File: src/core/cts_pkg.sv
/*
  constants for the charger timing supervisor: durations, counts, reset values.
  assumes a 25 MHz system clock; all counts derive from the nominal times.
*/
package cts_pkg;
  // system clock
  localparam int unsigned CLK_HZ = 25_000_000;        // sys_clk rate
  localparam int unsigned CLK_NS = 40;                // sys_clk period

  // adapter-present deglitch times
  localparam int unsigned DEG_LONG_NOM_MS  = 1300;    // long variant, nominal 1.3 s in ms
  localparam int unsigned DEG_SHORT_NOM_US = 1200;    // short variant, nominal 1.2 ms in us
  localparam int unsigned DEG_FAST_NOM_US  = 10;      // option bit set, nominal 10 us
  localparam int unsigned DEG_LONG_CYC  = DEG_LONG_NOM_MS * (CLK_HZ / 1000);
  localparam int unsigned DEG_SHORT_CYC = DEG_SHORT_NOM_US * (CLK_HZ / 1_000_000);
  localparam int unsigned DEG_FAST_CYC  = DEG_FAST_NOM_US * (CLK_HZ / 1_000_000);

  // gate drive dead time, at least one cycle (rounded up)
  localparam int unsigned DEAD_NS  = 20;
  localparam int unsigned DEAD_CYC = (DEAD_NS + CLK_NS - 1) / CLK_NS;

  // soft-start step
  localparam int unsigned STEP_US  = 240;
  localparam int unsigned STEP_CYC = STEP_US * (CLK_HZ / 1_000_000);
  localparam logic [6:0]  SS_START_CODE = 7'h02;      // 128 mA in 64 mA units
  localparam logic [6:0]  SS_STEP_CODE  = 7'h01;      // one 64 mA step

  // bus clock-low timeout, 30 ms sits inside 25..35 ms
  localparam int unsigned BUS_TO_MS  = 30;
  localparam int unsigned BUS_TO_CYC = BUS_TO_MS * (CLK_HZ / 1000);

  // watchdog periods in ms; counted with a 1 ms prescale tick
  localparam int unsigned MS_CYC   = CLK_HZ / 1000;
  localparam int unsigned WD44_MS  = 44_000;
  localparam int unsigned WD88_MS  = 88_000;
  localparam int unsigned WD175_MS = 175_000;
  localparam logic [1:0]  WD_OFF   = 2'h0;            // disabled code
  localparam logic [1:0]  WD_44    = 2'h1;
  localparam logic [1:0]  WD_88    = 2'h2;
  localparam logic [1:0]  WD_RESET = 2'h3;            // 175 s, value after reset
endpackage

File: src/core/cts_sync.sv
/*
  two flip-flop synchroniser for one level from outside sys_clk.
  assumes the input is a plain level; only the dout stage reads the first stage.
*/
`timescale 1ns/100ps
`default_nettype none
module cts_sync (
  input  wire logic sys_clk,   // system clock
  input  wire logic resetn,    // async reset, active low
  input  wire logic din,       // async level
  output logic      dout       // synchronised level
);
  logic meta;                  // first stage, read only by dout

  // plain two-stage chain
  always_ff @(posedge sys_clk or negedge resetn) begin
    if (!resetn) begin
      meta <= 1'b0;
      dout <= 1'b0;
    end else begin
      meta <= din;
      dout <= meta;
    end
  end
endmodule
`default_nettype wire

File: src/core/cts_top.sv
/*
  charger timing supervisor: adapter deglitch, gate dead time, soft-start,
  bus clock-low release and host watchdog.
  assumes a 25 MHz sys_clk; pin inputs are asynchronous and synchronised here.
*/
// Functional notes
// - long variant default deglitch about 1.3 s
// - short variant default deglitch about 1.2 ms
// - option bit set: deglitch about 10 us
// - dead time between low and high drive
// - each soft-start step held 240 us
// - release bus after clock low 25-35 ms
// - host stretch 10 ms, device 25 ms
// - watchdog code 01 expires near 44 s
// - watchdog code 10 expires near 88 s
// - watchdog code resets to 11, 175 s
// - disable code off; rewrite resumes charging
// - expiry suspends charge; voltage/current write restarts
// - soft-start from 128 mA in 64 mA steps
`timescale 1ns/100ps
`default_nettype none
module cts_top
  import cts_pkg::*;
#(
  parameter int unsigned DEG_LONG  = cts_pkg::DEG_LONG_CYC,  // long deglitch cycles
  parameter int unsigned DEG_SHORT = cts_pkg::DEG_SHORT_CYC, // short deglitch cycles
  parameter int unsigned BUS_TO    = cts_pkg::BUS_TO_CYC,    // bus timeout cycles
  parameter int unsigned MS_TICK   = cts_pkg::MS_CYC,        // cycles per ms tick
  parameter bit          LONG_VARIANT = 1'b1                 // 1: long, 0: short
) (
  input  wire logic       sys_clk,                // 25 MHz system clock
  input  wire logic       resetn,                 // async reset, active low
  input  wire logic       adapter_detect_input,   // comparator level, async
  input  wire logic       deglitch_fast,          // option bit 15 level
  input  wire logic       pwm_high,               // requested phase, 1 high side
  input  wire logic       bus_clk_in,             // bus clock pin, async
  input  wire logic       wd_period_wr,           // pulse: period field written
  input  wire logic [1:0] wd_period,              // period field data
  input  wire logic       limit_wr,               // pulse: voltage/current write
  input  wire logic       charge_req,             // charging wanted, same clock
  input  wire logic       continuous_conduction,  // steps only advance in this mode
  input  wire logic [6:0] current_limit,          // programmed limit, 64 mA units
  output logic            adapter_present_output, // deglitched adapter state
  output logic            high_drive,             // high-side gate on
  output logic            low_drive,              // low-side gate on
  output logic            bus_release,            // pulse: reset bus interface
  output logic            charge_active,          // charging allowed
  output logic [6:0]      current_code,           // soft-start current setting
  output logic            wd_expired              // watchdog has fired
);
  import cts_pkg::*;

  // synchronised pins
  logic adp_s;   // adapter detect
  logic scl_s;   // bus clock

  cts_sync u_sync_adp (.sys_clk(sys_clk), .resetn(resetn),
                       .din(adapter_detect_input), .dout(adp_s));
  cts_sync u_sync_scl (.sys_clk(sys_clk), .resetn(resetn),
                       .din(bus_clk_in), .dout(scl_s));

  // deglitch: the output follows only after the input holds its new level
  logic [25:0] deg_cnt, next_deg_cnt;     // hold counter
  logic        next_adp;                  // next output level
  logic [25:0] deg_term;                  // selected terminal count

  always_comb begin
    if (deglitch_fast)
      deg_term = 26'(DEG_FAST_CYC);
    else if (LONG_VARIANT)
      deg_term = 26'(DEG_LONG);
    else
      deg_term = 26'(DEG_SHORT);
    next_deg_cnt = '0;
    next_adp     = adapter_present_output;
    if (adp_s != adapter_present_output) begin
      if (deg_cnt >= deg_term - 26'd1)
        next_adp = adp_s;
      else
        next_deg_cnt = deg_cnt + 26'd1;
    end
  end

  always_ff @(posedge sys_clk or negedge resetn) begin
    if (!resetn) begin
      deg_cnt                <= '0;
      adapter_present_output <= 1'b0;
    end else begin
      deg_cnt                <= next_deg_cnt;
      adapter_present_output <= next_adp;
    end
  end

  // dead time: both gates off for DEAD_CYC + 1 cycles between phases
  logic [1:0] dead_cnt, next_dead_cnt;    // gap counter
  logic       next_hi, next_lo;           // next gate levels

  always_comb begin
    next_dead_cnt = dead_cnt;
    next_hi       = high_drive;
    next_lo       = low_drive;
    if ((high_drive && !pwm_high) || (low_drive && pwm_high)) begin
      next_hi       = 1'b0;
      next_lo       = 1'b0;
      next_dead_cnt = 2'(DEAD_CYC);
    end else if (dead_cnt != 2'd0) begin
      next_dead_cnt = dead_cnt - 2'd1;
    end else if (!high_drive && !low_drive) begin
      next_hi = pwm_high;
      next_lo = !pwm_high;
    end
  end

  always_ff @(posedge sys_clk or negedge resetn) begin
    if (!resetn) begin
      dead_cnt   <= 2'd0;
      high_drive <= 1'b0;
      low_drive  <= 1'b0;
    end else begin
      dead_cnt   <= next_dead_cnt;
      high_drive <= next_hi;
      low_drive  <= next_lo;
    end
  end

  // bus clock-low watch; one release pulse per low stretch
  logic [19:0] low_cnt, next_low_cnt;     // clock-low time
  logic        next_rel;                  // next release pulse

  always_comb begin
    next_rel     = 1'b0;
    next_low_cnt = '0;
    if (!scl_s) begin
      next_low_cnt = low_cnt;
      if (low_cnt < 20'(BUS_TO))
        next_low_cnt = low_cnt + 20'd1;
      next_rel = (low_cnt == 20'(BUS_TO) - 20'd1);
    end
  end

  always_ff @(posedge sys_clk or negedge resetn) begin
    if (!resetn) begin
      low_cnt     <= '0;
      bus_release <= 1'b0;
    end else begin
      low_cnt     <= next_low_cnt;
      bus_release <= next_rel;
    end
  end

  // watchdog: 1 ms prescaler and a ms counter against the selected period
  logic [14:0] pre_cnt, next_pre_cnt;     // cycles within a ms
  logic [17:0] wd_cnt, next_wd_cnt;       // elapsed ms
  logic [1:0]  wd_code, next_wd_code;     // period field copy
  logic        next_exp;                  // next expiry flag
  logic [17:0] wd_term;                   // selected period in ms
  logic        ms_tick;                   // one ms elapsed

  always_comb begin
    case (wd_code)
      WD_44:   wd_term = 18'(WD44_MS);
      WD_88:   wd_term = 18'(WD88_MS);
      default: wd_term = 18'(WD175_MS);
    endcase
    ms_tick      = (pre_cnt == 15'(MS_TICK - 1));
    next_pre_cnt = ms_tick ? 15'd0 : pre_cnt + 15'd1;
    next_wd_code = wd_period_wr ? wd_period : wd_code;
    next_wd_cnt  = wd_cnt;
    next_exp     = wd_expired;
    if (limit_wr || wd_period_wr) begin
      next_wd_cnt = '0;
      next_exp    = 1'b0;
    end else if (wd_code != WD_OFF && !wd_expired && ms_tick) begin
      if (wd_cnt >= wd_term - 18'd1)
        next_exp = 1'b1;
      else
        next_wd_cnt = wd_cnt + 18'd1;
    end
  end

  always_ff @(posedge sys_clk or negedge resetn) begin
    if (!resetn) begin
      pre_cnt    <= '0;
      wd_cnt     <= '0;
      wd_code    <= WD_RESET;
      wd_expired <= 1'b0;
    end else begin
      pre_cnt    <= next_pre_cnt;
      wd_cnt     <= next_wd_cnt;
      wd_code    <= next_wd_code;
      wd_expired <= next_exp;
    end
  end

  // soft-start: restart at 128 mA, or at the limit if lower, each time charging turns on
  logic [12:0] step_cnt, next_step_cnt;   // step hold timer
  logic [6:0]  next_code;                 // next current code
  logic        next_act;                  // next charge enable
  logic        run;                       // charging allowed now

  always_comb begin
    run           = charge_req && !next_exp;
    next_act      = run;
    next_code     = current_code;
    next_step_cnt = '0;
    if (!run) begin
      next_code = '0;
    end else if (!charge_active) begin
      next_code = (current_limit < SS_START_CODE) ? current_limit : SS_START_CODE;
    end else if (current_code < current_limit) begin
      next_step_cnt = step_cnt;
      if (continuous_conduction) begin
        if (step_cnt >= 13'(STEP_CYC - 1)) begin
          next_code     = current_code + SS_STEP_CODE;
          next_step_cnt = '0;
        end else begin
          next_step_cnt = step_cnt + 13'd1;
        end
      end
    end else begin
      next_code = current_limit;
    end
  end

  always_ff @(posedge sys_clk or negedge resetn) begin
    if (!resetn) begin
      step_cnt      <= '0;
      current_code  <= '0;
      charge_active <= 1'b0;
    end else begin
      step_cnt      <= next_step_cnt;
      current_code  <= next_code;
      charge_active <= next_act;
    end
  end

  // checks
  a_dead_gap: assert property (@(posedge sys_clk) disable iff (!resetn)
    $fell(high_drive) |-> !low_drive) else $error("gates overlap");
  a_no_overlap: assert property (@(posedge sys_clk) disable iff (!resetn)
    !(high_drive && low_drive)) else $error("both gates on");
  a_ss_start: assert property (@(posedge sys_clk) disable iff (!resetn)
    $rose(charge_active) && current_limit >= SS_START_CODE |-> current_code == SS_START_CODE)
    else $error("soft-start not 128 mA");
  a_ss_step: assert property (@(posedge sys_clk) disable iff (!resetn)
    charge_active && $past(charge_active) && current_code != $past(current_code)
    |-> current_code == $past(current_code) + SS_STEP_CODE || current_code == current_limit)
    else $error("bad step size");
  a_wd_halt: assert property (@(posedge sys_clk) disable iff (!resetn)
    wd_expired |-> !charge_active) else $error("charging after expiry");
  a_wd_restart: assert property (@(posedge sys_clk) disable iff (!resetn)
    limit_wr |=> !wd_expired && wd_cnt == 0) else $error("write did not restart");
  a_wd_off: assert property (@(posedge sys_clk) disable iff (!resetn)
    wd_code == WD_OFF && !wd_expired |=> !wd_expired) else $error("disabled dog fired");
  a_bus_rel: assert property (@(posedge sys_clk) disable iff (!resetn)
    bus_release |-> !scl_s || $past(!scl_s)) else $error("release with clock high");
  a_deg_hold: assert property (@(posedge sys_clk) disable iff (!resetn)
    adp_s != adapter_present_output && deglitch_fast |-> ##[1:300] adapter_present_output == adp_s || adp_s != $past(adp_s))
    else $error("fast deglitch too slow");
endmodule
`default_nettype wire

File: config.mk
export PLATFORM = sky130hd
export DESIGN_NAME = cts_top
export DESIGN_NICKNAME = d
export VERILOG_FILES = /design/src/core/cts_pkg.sv /design/src/core/cts_sync.sv /design/src/core/cts_top.sv
export SDC_FILE = /design/constraint.sdc
export NUM_CORES = 1
export LEC_CHECK = 0
export BUFFER_PORTS_ARGS = -buffer_cell sky130_fd_sc_hd__buf_2
export CORE_UTILIZATION = 50
export CTS_CLUSTER_DIAMETER = 200
export DETAILED_ROUTE_END_ITERATION = 8
export HOLD_SLACK_MARGIN = 0.02
export PLACE_DENSITY = 0.67
export SKIP_LAST_GASP = 1
export SLEW_MARGIN = 30
export SYNTH_ARGS = -nofsm -noshare
export SYNTH_HDL_FRONTEND = slang
export SYNTH_SLANG_ARGS = --single-unit
File: constraint.sdc
create_clock -name sys_clk -period 5.3 [get_ports sys_clk]
set_input_delay 1.06 -clock sys_clk [delete_from_list [all_inputs] [get_ports sys_clk]]
set_output_delay 1.06 -clock sys_clk [all_outputs]
set_load 0.01 [all_outputs]
# == After elaboration in Yosys (flattened, before gate mapping) ==
# Index checks and enable logic that the tools add are counted.
# word_totals
output_inout_bits,13
input_bits,19
regBits,113
# op_classes
n_addsub,9
order_cmp,6
eq_ne,9
reduce_logical,23
n_mux,33
# ops
operator,n
$mux 13,5
$mux 18,3
$mux 26,2
$mux 7,6
$mux 20,2
$pmux 18 s2,1
$add 26x1->26 const B,1
$ge 26x26->1,1
$sub 26x1->26 const B,1
$mux 25,1
$add 20x1->20 const B,1
$eq 20x20->1 const B,1
$lt 20x20->1 const B,1
$add 18x1->18 const B,1
$ge 18x18->1,1
$sub 18x1->18 const B,1
$add 15x1->15 const B,1
$eq 15x15->1 const B,1
$mux 15,1
$add 13x1->13 const B,1
$ge 13x13->1 const B,1
$reduce_bool 2->1,6
$mux 1,10
$reduce_and 2->1,4
other kinds (14),26

# == Logic depth before layout (Yosys ltp) ==
# Gate-level depths: netlist of run 1.
# depth
word_depth,11
ltp_mapped,13
ltp_nobuf,13

# == Cells and area by module ==
# From an unflattened synthesis of run 1, not the netlist that was laid out.
# hier_totals
cells_unflattened,703
area_unflattened_um2,6683.9
# modules_own_cells
module,instances,cells_each,area_each_um2
cts_top,1,699,6583.8
cts_sync,2,2,50.0

# == Least setup slack after synthesis of run 1 ==
# Ideal clock, no wire load.
# synth_timing
kind,register to register
from,reg wd_code[0]
to,reg step_cnt[5]
n_path_buf,0
synth_period_minus_slack_ns,3.633
setup_ns,0.068
arrival_time_ns,3.566
setup_slack_ns,1.667
stages_incl_launch_ff,14
cell_sequence,dfstp_2 inv_1 ha_1 inv_1 ha_1 and3_1 a311o_1 a211o_1 o221a_4 o21ai_4 inv_2 or4_4 or4_1 nand2_1
# synth_between
elab_chain_cells,10
# synth_rtl
element,line_no,rtl
from (decl),cts_top.sv:154,"logic [1:0] wd_code, next_wd_code;"
from (signal assigned),cts_top.sv:190,wd_code <= next_wd_code;
$eq 2x2->1 or $eq 2x1->1 (tied branches),cts_top.sv:160,case (wd_code)
$pmux 18 s2,cts_top.sv:160,
$sub 18x1->18,cts_top.sv:174,if (wd_cnt >= wd_term - 18'd1)
$ge 18x18->1,cts_top.sv:174,
$mux 1,cts_top.sv:174,
$mux 1 (*),cts_top.sv:173,end else if (wd_code != WD_OFF && !wd_expired && ms_tick) begin
$mux 1 (*),cts_top.sv:170,if (limit_wr || wd_period_wr) begin
via next_exp,cts_top.sv:155,logic next_exp;
$logic_not 1->1 (*),cts_top.sv:202,run = charge_req && !next_exp;
$logic_and 1x1->1 (*),cts_top.sv:202,
$ne 4x4->1 (no source line) or $mux 13 (tied branches),n/a,
to (signal assigned),cts_top.sv:231,step_cnt <= next_step_cnt;
to (decl),cts_top.sv:196,"logic [12:0] step_cnt, next_step_cnt;"
# Mark *: on every way through the listed nets, which the timed path passes. The rest lies on a longest branch.
# A chain may end at the register's enable or synchronous reset.

# == Worst setup path after layout of run 1 ==
# Ends and elaborated chain as after synthesis.

==> results of run 1 <==
-- critical path, delay by kind of cell (launching register included) --
kind	cells	cell delay (ns)
compound gates	4	1.13
flops	1	0.53
buf+inv	3	0.35
simple gates	4	1.38
fa+ha+maj	2	0.56
-- worst paths after layout --
check	startpoint	to
worst min register to register	u_sync_scl.meta	u_sync_scl.dout
worst max-delay path	wd_code[0]	step_cnt[5]
max in group asynchronous	resetn	step_cnt[0]
min in group asynchronous	resetn	deg_cnt[10]
worst max register to register	wd_code[0]	step_cnt[5]
worst min-delay path	u_sync_scl.meta	u_sync_scl.dout
-- through the flow --
step	hold WS (ns)	cell area (sq um)
finish	0.351	7290
global placement	0.336	6710
detailed placement	0.337	6710
floorplan	0.331	6380
global route	0.358	7290
CTS	0.356	7280
-- sequential cells by signal, indices dropped and copies added (netlist names), 2 cells and up --
signal / flops
wd_cnt: 18
current_code: 7
dead_cnt: 2
step_cnt: 13
pre_cnt: 15
deg_cnt: 26
wd_code: 2
low_cnt: 20
-- cell type report --
cell class | count | share of cell area [%]
clock buffer | 18 | 6.03
clock inverter | 14 | 1.84
inverter | 21 | 1.08
multi-input combinational | 526 | 47.0
sequential | 113 | 38.8
tap | 168 | 2.88
timing repair buffer | 33 | 2.37
-- cells by family after synthesis --
logic type / count (synthesis) / synth area share (%)
AOI/OAI and AO/OA: 85 / 9.10
xor gates and xnor gates: 82 / 11.3
adders and majority gates: 44 / 8.63
buffers and inverters: 34 / 2.12
DFF: 113 / 44.3
muxes: 3 / 0.490
other: 1 / 0.0588
and+or+nand+nor: 311 / 24.0
-- cell usage after synthesis (7+ instances only) --
cell      count  share of area (%)
a211oi_1     11                1.3
a21oi_1      22                1.7
and3_1       20                2.0
clkbuf_1     10               0.59
dfrtp_1     111                 44
ha_1         44                8.6
inv_1        20                1.2
nand2_1      60                3.5
nand3_1      34                2.7
nand4_1      26                2.5
nor2_1      104                6.1
nor2b_1       8               0.78
nor3_1       16                1.3
o21ai_0      19                1.5
or3_1         7               0.69
xnor2_1      34                4.7
xor2_1       48                6.6
-- where the power goes --
| group | leakage [nW] | total, mW | switching (mW) | internal (mW) |
|---|---|---|---|---|
| clock | 0.253 | 1.08 | 0.418 | 0.659 |
| sequential | 1.53 | 0.912 | 0.0239 | 0.888 |
| combinational | 1.51 | 0.161 | 0.0948 | 0.0661 |
| total | 3.30 | 2.15 | 0.537 | 1.61 |
-- routing by layer --
layer	track usage, %	share of wire [%]	vias to the layer above
met5	0	0	-
met4	7.53	1.5	0
met3	5.54	3.9	19
met2	35.8	49	76
met1	27.0	46	2340
li1	-	-	2444
==> out/metrics.cfg, run 1 <==
[status]
status=complete, no violations

[global_route]
grt_max_degree=60
antenna_found_initial=0
grt_pass1_vias=4897
grt_pass1_wl_um=22200
track_usage_pct=21.4
overflow=0

[synth]
syn_area_sq_um=6380
ys_seq_area_share_pct=44.3
synthFlopType=dfrtp_1
netlist_instances=673
synth_edf_count=0
synth_seq_cells=113
async_flop_share_pct=100
syn_area_per_cell_sq_um=9.48
ys_types=58
yosysWarnings=0
syn_nets=736

[hold_path]
min_path_cells=0
hold_class=reg -> reg

[die]
ios=32
start_util_pct=52.3
rows=40
die_x_um=115
core_sq_um=12200
die_y_um=115
fp.dieArea_sq_um=13200

[timing]
skew_ns=0.00868
setup_viol=0
rsz0062_at_grt=no
finalMaxSlewViolations=0
worst_slew_pin_slew_ns=0.895
tns_ns=0
maxClockFrequency_mhz=249
period_minus_slack_ns=4.02
maxSlewHeadroom_pct=39.9
post-route-period-util_pct=75.9
hold_violations=0
worst_slack_ns=1.28

[finish]
n_antenna_cell=0
fin_cells=893
nets=775
area_delta_synth_final_pct=14.2
fillers=1069
multi_input_area_sq_um=3420
finish.utilization_pct=59.7
drive_gt1_share_pct=11.0
layout_commonest_cell=dfrtp_1
layout_common_cells=dfrtp_1 (111), nor2_1 (104), nand2_1 (60)
regArea_sq_um=2830

[placement]
hpwl_um=8930
place_congestion=0.858
numPlacedInstances=861
io_buffers=31
pre_cts_slack_ns=1.32

[cts]
postCtsSetupRepairBufs=0
clock_latency_ns=0.41
clockBufferDepth=2
tritoncts=yes
cts_root_buf=clkbuf_16
htree_num_levels=4
cts.repair.resized=0
cts.sinks=113
hold_buffers=0
cts.clk_slew.worst_paths_ns=0.05
cts_buffers=17

[power]
power_mw=2.15
vdd_drop_max_mv=0.213
pwr_density_cell_nw_per_um2=295
leakage_nw=3.30

[critical_path]
reg2reg_depth=13
cp.arrival_ns=4.37
cp_slowest_stage_delay_ns=0.64
cp_max_fo=12
crit_path_end_kind=flip-flop
startpoint_type=flip-flop
rrSetupSlack_ns=1.28
cp_slowest_cell=or4_4
crit_type=reg -> reg
required_ns=5.65
worstPathCellList=inv_1 -> ha_1 -> inv_1 -> ha_1 -> and3_1 -> a311o_1 -> a211o_1 -> o221a_4 -> o21ai_4 -> inv_2 -> or4_4 -> or4_1 -> nand2_1

[detailed_routing]
post-route-drc-count=0
vias_per_cell=5.46
drt_wl_total_um=12600
antenna_left=0
drtIter0Drc=303
vias=4879
routedWlPerCell_um=14.1
drt_first_pass_iters=4

[flow_run]
drv_cap=0

Note: power is estimated with default switching activity, not from simulation.
==> run 2: changes to the inputs <==
==> constraint.sdc (replaced) <==
create_clock -name sys_clk -period 3.93 [get_ports sys_clk]
set_input_delay 0.786 -clock sys_clk [delete_from_list [all_inputs] [get_ports sys_clk]]
set_output_delay 0.786 -clock sys_clk [all_outputs]
set_load 0.01 [all_outputs]
==> run 2 against run 1 <==
Effect of this change:
- clock power up 69%
- non-clock buffer count up 10
- largest cell class unchanged
- hold slack worse by 0.0022 ns
- highest routed layer unchanged
==> out/metrics.cfg, run 2 (synthesis results as in run 1) <==
[global_route]
overflow=0
grt_pass1_vias=5077
track_usage_pct=22.2
grt_pass1_wl_um=22800
antenna_found_initial=0
grt_max_degree=77

[timing]
setup_viol=0
hold_violations=0
worst_slew_pin_slew_ns=0.701
post-route-period-util_pct=94.6
holdWs_ns=0.348
skew_ns=0.0142
finalMaxSlewViolations=0
tns_ns=0
period_minus_slack_ns=3.72
rsz0062_at_grt=no
maxSlewHeadroom_pct=53.3
maxClockFrequency_mhz=269

[critical_path]
crit_path_end=step_cnt[5]
cp_top_family=simple AND/OR/NAND/NOR gates
worstSetupStartpoint=wd_code[0]
cp.arrival_ns=4.07
crit_type=reg -> reg
r2r-start=wd_code[0]
cp_slowest_stage_delay_ns=0.53
crit_path_end_kind=flip-flop
reg2reg_depth=13
rrSetupSlack_ns=0.21
worstReg2RegEnd=step_cnt[5]
worst-path-stages=13
critPathBufInv=3
required_ns=4.29
cp_max_fo=6
cp_slowest_cell=dfstp_2
startpoint_type=flip-flop
worstPathCellList=inv_1 -> ha_1 -> inv_2 -> ha_1 -> and3_1 -> a311o_1 -> a211o_1 -> o221a_4 -> o21ai_4 -> inv_2 -> or4_4 -> or4_1 -> nand2_1

[cts]
clock_latency_ns=0.42
cts_buffers=17
postCtsSetupRepairBufs=0
hold_buffers=0
tritoncts=yes
cts_root_buf=clkbuf_16
htree_num_levels=4
clockBufferDepth=2
cts.clk_slew.worst_paths_ns=0.06
cts.sinks=113

[finish]
area_delta_synth_final_pct=17.3
layout_common_cells=dfrtp_1 (111), nor2_1 (104), nand2_1 (60)
regMostFlops=deg_cnt
nets=785
n_antenna_cell=0
fin_cells=902
fillers=1056
largest_reg_flops=26
drive_gt1_share_pct=12.0
final_area_sq_um=7490
top_regs=deg_cnt x26, low_cnt x20, wd_cnt x18
finish.utilization_pct=61.3
layout_commonest_cell=dfrtp_1

[detailed_routing]
vias_per_cell=5.59
post-route-drc-count=0
drt_first_pass_iters=4
drtIter0Drc=286
antenna_left=0
drt_wl_total_um=13000
routedWlPerCell_um=14.5
vias=5039

[die]
die_x_um=115
ios=32
start_util_pct=52.3
core_sq_um=12200
die_y_um=115
rows=40
fp.dieArea_sq_um=13200

[flow_run]
drv_cap=0

[hold_path]
min_path_cells=0
hold_class=reg -> reg

[placement]
hpwl_um=9100
io_buffers=31
place_area_sq_um=6780
numPlacedInstances=871
place_congestion=0.860

[status]
status=complete, no violations

[power]
pwr_density_cell_nw_per_um2=438
vdd_drop_max_mv=0.332
leakage_nw=3.44

==> run 2: routing by layer <==
| metal | wire length (um) | part of all wire (%) | GRT usage, % | vias to the layer above |
|---|---|---|---|---|
| li1 | - | - | - | 2472 |
| met1 | 5840 | 45 | 26.6 | 2441 |
| met2 | 6560 | 50 | 37.7 | 112 |
| met3 | 522 | 4.0 | 7.27 | 14 |
| met4 | 130 | 1.0 | 7.36 | 0 |
| met5 | 0 | 0 | 0 | - |
==> run 2: worst min path at each step <==
stage | start | to | slack, ns
finish | u_sync_scl.meta | u_sync_scl.dout | 0.35
CTS | u_sync_scl.meta | u_sync_scl.dout | 0.35
global route | u_sync_scl.meta | u_sync_scl.dout | 0.35
detailed placement | u_sync_scl.meta | u_sync_scl.dout | 0.34
floorplan | u_sync_adp.meta | u_sync_adp.dout | 0.33
global placement | u_sync_scl.meta | u_sync_scl.dout | 0.33
==> run 2: area by class of cell <==
class	instances	area (sq um)	area share, %
clock buffers	21	470	6.28
clock inverters	10	229	3.06
inverters	21	78.8	1.05
multi-input cells	526	3420	45.6
flip-flops and latches	113	2830	37.8
well taps	168	210	2.81
repair buffers	43	251	3.36
==> run 2: power breakdown <==
| group | total, mW | switching [mW] | internal [mW] |
|---|---|---|---|
| Clock | 1.82 | 0.521 | 1.30 |
| Combinational | 0.230 | 0.135 | 0.0949 |
| Sequential | 1.23 | 0.0341 | 1.20 |
==> run 2: worst reg2reg max path: stages, from the launching register on <==
cell and delay, ns:
dfstp_2 0.53, inv_1 0.07, ha_1 0.29, inv_2 0.13
ha_1 0.26, and3_1 0.16, a311o_1 0.36, a211o_1 0.27
o221a_4 0.25, o21ai_4 0.16, inv_2 0.07, or4_4 0.53
or4_1 0.51, nand2_1 0.08
==> run 2: repair_timing <==
| action | CTS | global route |
|---|---|---|
| gates resized for setup | 0 | 1 |
| setup endpoints to repair | 0 | 1 |
| endpoints found under the hold margin | 0 | 0 |
==> run 2: per-stage QoR <==
step / total power [mW] / setup slack, ns
floorplan: 1.39 / 0.297
global placement: 1.47 / 0.265
detailed placement: 1.48 / 0.156
CTS: 3.32 / 0.131
global route: 3.40 / 0.0341
finish: 3.28 / 0.213
